===== src/pkg/ubsp_consts.vh =====
// Purpose: constants for the baud generator and clock polarity block
// Assumes: AXI4-Lite, 32-bit data, word aligned registers
// Notes: offsets are byte addresses
`ifndef UBSP_CONSTS_VH
`define UBSP_CONSTS_VH
`define UBSP_OFF_DIV_HIGH 4'h0
`define UBSP_OFF_DIV_LOW 4'h4
`define UBSP_OFF_CTRL 4'h8
`define UBSP_OFF_STATUS 4'hc
`define UBSP_DIV_HIGH_RST 8'h00
`define UBSP_DIV_LOW_RST 8'h00
`define UBSP_CTRL_RST 3'h0
`define UBSP_CTRL_POL_BIT 0
`define UBSP_CTRL_DBL_BIT 1
`define UBSP_CTRL_SYNC_BIT 2
`define UBSP_OVS_NORMAL 5'h10
`define UBSP_OVS_DOUBLE 5'h08
`define UBSP_RESP_OKAY 2'h0
`define UBSP_RESP_SLVERR 2'h2
`endif


===== src/design/ubsp_baud_gen.v =====
// Purpose: baud divisor registers, prescaler and sync clock edge select
// Assumes: one clock, AXI4-Lite slave, inputs synchronous to clk_sys
// Notes: frame logic lives elsewhere; this block gives rate and edge strobes
//
// Summary of operation
// - Clock polarity matters only in synchronous mode; software keeps it zero otherwise.
// - Polarity 0 shifts out on the rising sync clock edge and samples on falling; 1 swaps.
// - A 12-bit divisor sets the bit rate of transmitter and receiver.
// - High register gives divisor bits 11..8, low register bits 7..0.
// - Divisor bits 15..12 are reserved, read zero, and software writes zero there.
// - Writing the low register reloads the prescaler at once with the new divisor.
// - Divisor zero at normal speed gives a bit rate of the clock over sixteen.
// - Every divisor value is accepted, even those far from the target rate.
// - Double speed in asynchronous mode divides by eight instead of sixteen per bit.
// - Mode select zero is asynchronous, one is synchronous.
`timescale 1ns/1ps
`include "ubsp_consts.vh"

module ubsp_baud_gen #(
    parameter DIV_W = 12
)
(
    // Clock and reset
    input wire clk_sys,
    input wire reset_n,
    // AXI4-Lite write channels
    input wire [3:0] s_axi_awaddr,
    input wire s_axi_awvalid,
    output reg s_axi_awready,
    input wire [31:0] s_axi_wdata,
    input wire [3:0] s_axi_wstrb,
    input wire s_axi_wvalid,
    output reg s_axi_wready,
    output reg [1:0] s_axi_bresp,
    output reg s_axi_bvalid,
    input wire s_axi_bready,
    // AXI4-Lite read channels
    input wire [3:0] s_axi_araddr,
    input wire s_axi_arvalid,
    output reg s_axi_arready,
    output reg [31:0] s_axi_rdata,
    output reg [1:0] s_axi_rresp,
    output reg s_axi_rvalid,
    input wire s_axi_rready,
    // Synchronous clock pin, sampled
    input wire sync_clock_pin,
    // Strobes and settings to the frame logic
    output reg rate_tick,
    output reg bit_tick,
    output reg tx_change_strobe,
    output reg rx_sample_strobe,
    output reg sync_mode_select,
    output reg [DIV_W-1:0] baud_divisor
);

    // Reset release through two flops
    reg rst_meta_r;
    reg rst_n_r;
    always @(posedge clk_sys or negedge reset_n)
    begin
        if (!reset_n)
        begin
            rst_meta_r <= 1'b0;
            rst_n_r <= 1'b0;
        end
        else
        begin
            rst_meta_r <= 1'b1;
            rst_n_r <= rst_meta_r;
        end
    end

    reg [7:0] div_high_r;
    reg [7:0] div_low_r;
    reg clock_edge_polarity_r;
    reg double_speed_r;
    reg [DIV_W-1:0] presc_r;
    reg [DIV_W-1:0] presc_nxt;
    reg [4:0] ovs_r;
    reg pin_prev_r;
    reg have_aw_r;
    reg have_w_r;
    reg [3:0] aw_addr_r;
    reg [31:0] w_data_r;
    reg [3:0] w_strb_r;
    wire wr_fire;
    wire low_write;
    wire [DIV_W-1:0] new_div;
    wire [4:0] ovs_len;

    // Write fires once address and data both held
    assign wr_fire = have_aw_r && have_w_r && !s_axi_bvalid;
    assign low_write = wr_fire && (aw_addr_r == `UBSP_OFF_DIV_LOW) && w_strb_r[0];
    // high nibble joined with new low byte
    assign new_div = {div_high_r[3:0], w_data_r[7:0]};
    assign ovs_len = (double_speed_r && !sync_mode_select) ? `UBSP_OVS_DOUBLE
                                                           : `UBSP_OVS_NORMAL;

    // Write address and data capture, in either order
    always @(posedge clk_sys or negedge rst_n_r)
    begin
        if (!rst_n_r)
        begin
            have_aw_r <= 1'b0;
            have_w_r <= 1'b0;
            aw_addr_r <= 4'h0;
            w_data_r <= 32'h0;
            w_strb_r <= 4'h0;
            s_axi_awready <= 1'b0;
            s_axi_wready <= 1'b0;
            s_axi_bvalid <= 1'b0;
            s_axi_bresp <= `UBSP_RESP_OKAY;
        end
        else
        begin
            s_axi_awready <= !have_aw_r && !s_axi_awready && s_axi_awvalid;
            s_axi_wready <= !have_w_r && !s_axi_wready && s_axi_wvalid;
            if (s_axi_awvalid && s_axi_awready)
            begin
                have_aw_r <= 1'b1;
                aw_addr_r <= s_axi_awaddr;
            end
            if (s_axi_wvalid && s_axi_wready)
            begin
                have_w_r <= 1'b1;
                w_data_r <= s_axi_wdata;
                w_strb_r <= s_axi_wstrb;
            end
            if (wr_fire)
            begin
                s_axi_bvalid <= 1'b1;
                if (aw_addr_r == `UBSP_OFF_DIV_HIGH || aw_addr_r == `UBSP_OFF_DIV_LOW ||
                    aw_addr_r == `UBSP_OFF_CTRL || aw_addr_r == `UBSP_OFF_STATUS)
                    s_axi_bresp <= `UBSP_RESP_OKAY;
                else
                    s_axi_bresp <= `UBSP_RESP_SLVERR;
            end
            else if (s_axi_bvalid && s_axi_bready)
            begin
                s_axi_bvalid <= 1'b0;
                have_aw_r <= 1'b0;
                have_w_r <= 1'b0;
            end
        end
    end

    // Register writes
    always @(posedge clk_sys or negedge rst_n_r)
    begin
        if (!rst_n_r)
        begin
            div_high_r <= `UBSP_DIV_HIGH_RST;
            div_low_r <= `UBSP_DIV_LOW_RST;
            clock_edge_polarity_r <= 1'b0;
            double_speed_r <= 1'b0;
            sync_mode_select <= 1'b0;
            baud_divisor <= {DIV_W{1'b0}};
        end
        else if (wr_fire && w_strb_r[0])
        begin
            if (aw_addr_r == `UBSP_OFF_DIV_HIGH)
                div_high_r <= {4'h0, w_data_r[3:0]};
            else if (aw_addr_r == `UBSP_OFF_DIV_LOW)
            begin
                div_low_r <= w_data_r[7:0];
                // high bits apply with low write
                baud_divisor <= new_div;
            end
            else if (aw_addr_r == `UBSP_OFF_CTRL)
            begin
                clock_edge_polarity_r <= w_data_r[`UBSP_CTRL_POL_BIT];
                double_speed_r <= w_data_r[`UBSP_CTRL_DBL_BIT];
                sync_mode_select <= w_data_r[`UBSP_CTRL_SYNC_BIT];
            end
        end
    end

    // Prescaler next value
    always @*
    begin
        if (low_write)
            presc_nxt = new_div;
        // reload at zero, else count down
        else if (presc_r == {DIV_W{1'b0}})
            presc_nxt = baud_divisor;
        else
            presc_nxt = presc_r - 1'b1;
    end

    always @(posedge clk_sys or negedge rst_n_r)
    begin
        if (!rst_n_r)
        begin
            presc_r <= {DIV_W{1'b0}};
            ovs_r <= 5'h0;
            rate_tick <= 1'b0;
            bit_tick <= 1'b0;
        end
        else
        begin
            presc_r <= presc_nxt;
            rate_tick <= !low_write && (presc_r == {DIV_W{1'b0}});
            bit_tick <= 1'b0;
            if (low_write)
                ovs_r <= 5'h0;
            else if (presc_r == {DIV_W{1'b0}})
            begin
                // one bit per sixteen ticks at normal speed
                if (ovs_r >= ovs_len - 5'h1)
                begin
                    ovs_r <= 5'h0;
                    bit_tick <= !sync_mode_select;
                end
                else
                    ovs_r <= ovs_r + 5'h1;
            end
        end
    end

    // sync clock edges pick shift and sample moments
    always @(posedge clk_sys or negedge rst_n_r)
    begin
        if (!rst_n_r)
        begin
            pin_prev_r <= 1'b0;
            tx_change_strobe <= 1'b0;
            rx_sample_strobe <= 1'b0;
        end
        else
        begin
            pin_prev_r <= sync_clock_pin;
            // edges used only in sync mode
            tx_change_strobe <= sync_mode_select &&
                (clock_edge_polarity_r ? (pin_prev_r && !sync_clock_pin)
                                       : (!pin_prev_r && sync_clock_pin));
            rx_sample_strobe <= sync_mode_select &&
                (clock_edge_polarity_r ? (!pin_prev_r && sync_clock_pin)
                                       : (pin_prev_r && !sync_clock_pin));
        end
    end

    // Read channel, one cycle answer
    always @(posedge clk_sys or negedge rst_n_r)
    begin
        if (!rst_n_r)
        begin
            s_axi_arready <= 1'b0;
            s_axi_rvalid <= 1'b0;
            s_axi_rdata <= 32'h0;
            s_axi_rresp <= `UBSP_RESP_OKAY;
        end
        else
        begin
            s_axi_arready <= !s_axi_arready && !s_axi_rvalid && s_axi_arvalid;
            if (s_axi_arvalid && s_axi_arready)
            begin
                s_axi_rvalid <= 1'b1;
                s_axi_rresp <= `UBSP_RESP_OKAY;
                if (s_axi_araddr == `UBSP_OFF_DIV_HIGH)
                    s_axi_rdata <= {24'h0, div_high_r};
                else if (s_axi_araddr == `UBSP_OFF_DIV_LOW)
                    s_axi_rdata <= {24'h0, div_low_r};
                else if (s_axi_araddr == `UBSP_OFF_CTRL)
                    s_axi_rdata <= {29'h0, sync_mode_select, double_speed_r,
                                    clock_edge_polarity_r};
                else if (s_axi_araddr == `UBSP_OFF_STATUS)
                    s_axi_rdata <= {{(32-DIV_W){1'b0}}, presc_r};
                else
                begin
                    s_axi_rdata <= 32'h0;
                    s_axi_rresp <= `UBSP_RESP_SLVERR;
                end
            end
            else if (s_axi_rvalid && s_axi_rready)
                s_axi_rvalid <= 1'b0;
        end
    end

endmodule


===== config.mk =====
export PLATFORM = sky130hd
export DESIGN_NAME = ubsp_baud_gen
export DESIGN_NICKNAME = d
export VERILOG_FILES = /design/src/design/ubsp_baud_gen.v
export VERILOG_INCLUDE_DIRS = /design/src /design/src/pkg
export SDC_FILE = /design/constraint.sdc
export NUM_CORES = 1
export LEC_CHECK = 0
export ABC_AREA = 1
export BUFFER_PORTS_ARGS = -buffer_cell sky130_fd_sc_hd__buf_4
export CORE_MARGIN = 2
export CORE_UTILIZATION = 48
export CTS_BUF_LIST = sky130_fd_sc_hd__clkbuf_2
export DETAILED_ROUTE_END_ITERATION = 8
export PLACE_DENSITY_LB_ADDON = 0.12
export SYNTH_ARGS = -nofsm -noshare
export SYNTH_HDL_FRONTEND = slang
export SYNTH_SLANG_ARGS = --single-unit
export TNS_END_PERCENT = 1

===== constraint.sdc =====
create_clock -name clk_sys -period 2.2 [get_ports clk_sys]
set_input_delay 0.22 -clock clk_sys [delete_from_list [all_inputs] [get_ports clk_sys]]
set_output_delay 0.22 -clock clk_sys [all_outputs]
set_load 0.005 [all_outputs]

# Word-level counts from Yosys, hierarchy flattened
# Index checks and enable logic that the tools add are counted.
# Widths: inputs -> output; s select.
totals:
  input_bits: 52
  output_inout_bits: 58
  wordCells: 115
  reg_bits: 107
classes:
  n_lt_le_gt_ge: 1
  eq_ne: 6
  reduce_logical: 45
  bitwise: 2
  n_addsub: 3
  muxes: 30
ops:
  columns: ["op", "n"]
  rows:
  - ["$mux 12", 5]
  - ["$mux 32", 1]
  - ["$logic_and 1x1->1", 22]
  - ["$mux 5", 4]
  - ["$eq 4x4->1 const B", 4]
  - ["$mux 1", 15]
  - ["$logic_not 12->1", 1]
  - ["$sub 12x1->12 const B", 1]
  - ["$logic_not 1->1", 11]
  - ["$mux 2", 5]
  - ["$eq 4x3->1 const B", 2]
  - ["$logic_not 4->1", 2]
  - ["$reduce_bool 2->1", 3]
  - ["$add 5x1->5 const B", 1]
  - ["$ge 5x5->1", 1]
  - ["$sub 5x1->5 const B", 1]
  - ["$reduce_and 4->1", 1]
  - ["$logic_or 1x1->1", 3]
  - ["$reduce_and 3->1", 1]
  - ["$not 1->1", 2]
  - ["$reduce_and 2->1", 1]

# Longest topological paths before layout
depth:
  depth_word: 8
  depth_mapped: 10
  mapped_depth_nobuf: 10

# Worst setup path after synthesis
# OpenSTA, ideal clock, no wires.
synth_path:
  path_kind: "flip-flop to flip-flop"
  startpoint: "register presc_r[0]"
  endpoint: "register presc_r[8]"
  setup_ps: 124
  path_slack_ps: 770
  t_required_ps: 2076
  path_stages_with_launch: 11
  period_less_slack_ps: 1430
  t_arrival_ps: 1306
  n_path_buf: 1
  path_cell_list: "dfrtp_1 -> inv_1 -> ha_1 -> nand2_2 -> nor2_4 -> nand2_4 -> nand2_4 -> inv_4 -> buf_6 -> nand2_1 -> nand3_1"
synth_via:
  elab_chain_cells: 3
  word_cells_on_any_way: 4
  cone_classes: "add/sub: 1; mux: 2; reduce/logical: 1"
synth_rtl:
  columns: ["element", "line", "source"]
  rows:
  - ["start: declaration", "ubsp_baud_gen.v:77", "reg [DIV_W-1:0] presc_r;"]
  - ["start signal: assignment", "ubsp_baud_gen.v:194", "presc_r <= {DIV_W{1'b0}};"]
  - ["start signal: assignment", "ubsp_baud_gen.v:201", "presc_r <= presc_nxt;"]
  - ["$sub 12x1->12 / $logic_not 12->1 (equally long branches)", "ubsp_baud_gen.v:187, ubsp_baud_gen.v:184", null]
  - ["$mux 12 (*)", "ubsp_baud_gen.v:184", "else if (presc_r == {DIV_W{1'b0}})"]
  - ["$mux 12 (*)", "ubsp_baud_gen.v:181", "if (low_write)"]
  - ["net presc_nxt[8]", "ubsp_baud_gen.v:78", "reg [DIV_W-1:0] presc_nxt;"]
# Mark *: on every way through the listed nets, which the timed path passes. The rest lies on a longest branch.
# A chain may end at the register's enable or synchronous reset.

# Final worst setup path
layout_path:
  startpoint: "register presc_r[0]"
  endpoint: "register ovs_r[0]"
layout_via:
  elab_chain_cells: 2
layout_rtl:
  columns: ["element", "line", "source"]
  rows:
  - ["$logic_not 12->1", "ubsp_baud_gen.v:206", "else if (presc_r == {DIV_W{1'b0}})"]
  - ["$reduce_bool 2->1 (no source line)", null, null]
  - ["end signal: assignment", "ubsp_baud_gen.v:215", "ovs_r <= ovs_r + 5'h1;"]
  - ["end: declaration", "ubsp_baud_gen.v:79", "reg [4:0] ovs_r;"]
# Every way passes these cells.

==> metrics.md <==
| Metric | Value |
|---|---|
| Status | completed |
| Layout Skew | 0.0246 ns |
| Final min period | 1.65 ns |
| # nets final | 605 |
| # DRC | 0 |
| Placed Cells | 613 |
| # IOs | 110 |
| Mapped Area | 3750 um^2 |
| Power Density | 1030 nW/um^2 |
| Commonest non-fill, non-tap cell in the layout | nand2_1 |
| Clock Tree Buf Depth | 2 |
| Warnings, synthesis | 0 |
| Initial antenna violation count | 0 |
| Final WL | 8.36 mm |
| Post-synthesis sequential area ratio | 51.4% |
| Number of synthesized register bits | 77 |
| Fin. max-slew vios | 0 |
| Crit path cell chain | inv_1 -> ha_1 -> nand2_2 -> nor2_4 -> nand2_4 -> nor2_4 -> nand3_1 -> o21ai_0 |
| CP max stage cell | dfrtp_1 |
| Critical Path RT | 2.66 ns |
| Core Region | 7650 um^2 |
| Total CTS buffers | 9 |
| Largest net degree at the start of global routing | 76 |
| Detailed-route via count | 3127 |
| Global-route wire length before repair | 14.1 mm |
| Biggest area consumer among synthesized cells | dfrtp_1 |
| Die X | 92.4 um |
| RSZ-0062 raised after global routing | no |
| Hold Crit Class | in2reg |
| Delay-heaviest family, CP | simple AND/OR/NAND/NOR gates |
| Crit Path Max Fanout | 10 |
| Share of the synthesized area in the top cell type | 51.4% |
| Diodes inserted | 0 |
| Mapped Cells | 455 |
| Synth Area per Inst | 8.24 um^2 |
| CTS tree | done |
| Vias per cell | 4.77 |
| Gpl congestion | 0.899 |
| Crit-path max cell delay | 0.43 ns |
| Layout cells sized above 1 | 17.7% |
| CP Launch Type | flip-flop |
| WP data arrival | 2.11 ns |
| Die height | 92.4 um |
| Netlist cell types | 31 |
| Vias in the first global route | 3058 |
| # rows | 32 |
| Commonest cells after routing, fill and taps aside | nand2_1 (159), dfrtp_1 (76), buf_4 (61) |
| Max_cap viols | 0 |
| Die ar. | 8530 um^2 |
| Final setup viols | 0 |
| H-tree levels | 3 |
| Gr usage total | 21.3% |
| Post-cts sizing count | 0 |
| CTS root buf | clkbuf_2 |
| Fill count | 718 |
| Final Hold Viols | 0 |
| Post-DP HPWL | 5.84 mm |
| Detailed-router iteration count before antenna repair | 5 |
| CP endpoint kind | flip-flop |
| ANT nets after route | 0 |
| Worst Path Buf+Inv | 1 |
| Layout area overhead | 23.6% |
| GRT overflow | 0 |
| Initial Util | 49.0% |
| Tcrit/Tclk final | 75.0% |
| CTS clk-pin slew, worst paths | 0.20 ns |
| Routed len/inst | 12.7 um |
| Largest cells by area after synthesis | dfrtp_1 (51%), nand2_1 (16%), buf_4 (4.4%), inv_1 (4.4%), o21ai_0 (4.4%) |
| Fmax achieved | 606 MHz |
| IO buf count | 60 |
| Clock Sinks | 77 |
| DRT iter0 DRCs | 143 |
| Layout Cells excl Fill | 656 |
| Maximum VDD drop | 558 uV |
| Crit Path Class | reg2reg |
| Total leakage power | 2.49 nW |
| Worst-skew pair later-pin latency | 0.53 ns |
| CP most frequent cell | nor2_4 |
| Setup TNS | 0 ns |
[state kept, by name (all words and copies together), names as in the netlist, 4 cells and up]
signal,count
w_data_r,8
s_axi_rdata,12
baud_divisor,12
ovs_r,5
aw_addr_r,4
div_high_r,4
presc_r,12
[power breakdown]
part / internal, mW / total [mW] / switching, mW
logic: 0.724 / 1.62 / 0.899
clock network: 0.372 / 0.875 / 0.504
registers: 1.88 / 2.28 / 0.404
total: 2.97 / 4.78 / 1.81
[logic make-up (layout without fill, tap and decap cells)]
kind of cell               Yosys count  count (layout)  share of synthesized area, %
adders and majority gates            4               4                          1.34
buffers and inverters               74             152                          10.1
DFF                                 77              77                          51.4
AOI/OAI and AO/OA                   43              43                          6.01
other                                2              23                         0.200
xor gates and xnor gates             8               8                          1.87
and+or+nand+nor                    247             247                          29.0
[layout make-up]
type	count	area (um^2)	share of cell area, %
inverter	47	179	3.86
sequential	77	1930	41.6
timing repair buffer	89	748	16.2
clock inverter	6	78.8	1.70
tap	102	128	2.76
clock buffer	10	50.0	1.08
multi-input combinational	325	1520	32.8
[layer usage]
| metal | vias up | share of wire [%] | GRT usage (%) |
|---|---|---|---|
| li1 | 1572 | - | - |
| met1 | 1453 | 46 | 28.2 |
| met2 | 85 | 47 | 34.3 |
| met3 | 17 | 3.9 | 3.09 |
| met4 | 0 | 2.5 | 10.4 |
| met5 | - | 0 | 0 |
[Yosys cell counts (all sizes together)]
cell    instances
o22ai           4
dfrtp          77
xor2            5
o21ai          35
a21oi           3
inv            47
nor2           44
nand3b          1
a31oi           1
nor3b           3
clkbuf          2
conb            2
nand3          28
buf            25
nor3            2
ha              4
nand4           4
nand2         165
xnor2           3
[worst reg2reg max path, delay by kind of cell (launching register included)]
family                     cells  cell delay [ns]
DFF                            1             0.43
and+or+nand+nor                5             0.69
AOI/OAI and AO/OA              1             0.08
buffers and inverters          1             0.18
adders and majority gates      1             0.23
[what timing repair did]
action,4_1_cts,5_1_grt
setup buffers,0,0
hold buffers,27,0
endpoints found under the hold margin,26,0
[metrics by stage]
step | worst slack, ns | area (um^2) | hold WS (ns) | util, % | power [mW]
floorplan | 0.770 | 3830 | -0.0756 | - | 3.27
global placement | 0.651 | 4230 | 0.00318 | 55.4 | 3.79
detailed placement | 0.590 | 4230 | 0.00437 | 55.4 | 3.84
CTS | 0.556 | 4630 | 0.104 | 60.6 | 4.80
global route | 0.403 | 4630 | 0.170 | 60.6 | 5.15
finish | 0.549 | 4630 | 0.121 | 60.6 | 4.78
[worst paths after layout]
path | startpoint | to | slack [ns] | depth (start not counted)
setup / recovery | presc_r[0] | ovs_r[0] | 0.55 | 8
hold / removal | s_axi_araddr[2] | s_axi_rdata[2] | 0.12 | 5
min in group asynchronous | rst_n_r | w_data_r[7] | 0.30 | 1
setup reg to reg | presc_r[0] | ovs_r[0] | 0.55 | 8
max in group asynchronous | rst_n_r | ovs_r[1] | 1.55 | 1
hold reg to reg | rst_n_r | w_data_r[7] | 0.30 | 1
Note: power is estimated with default switching activity, not from simulation.
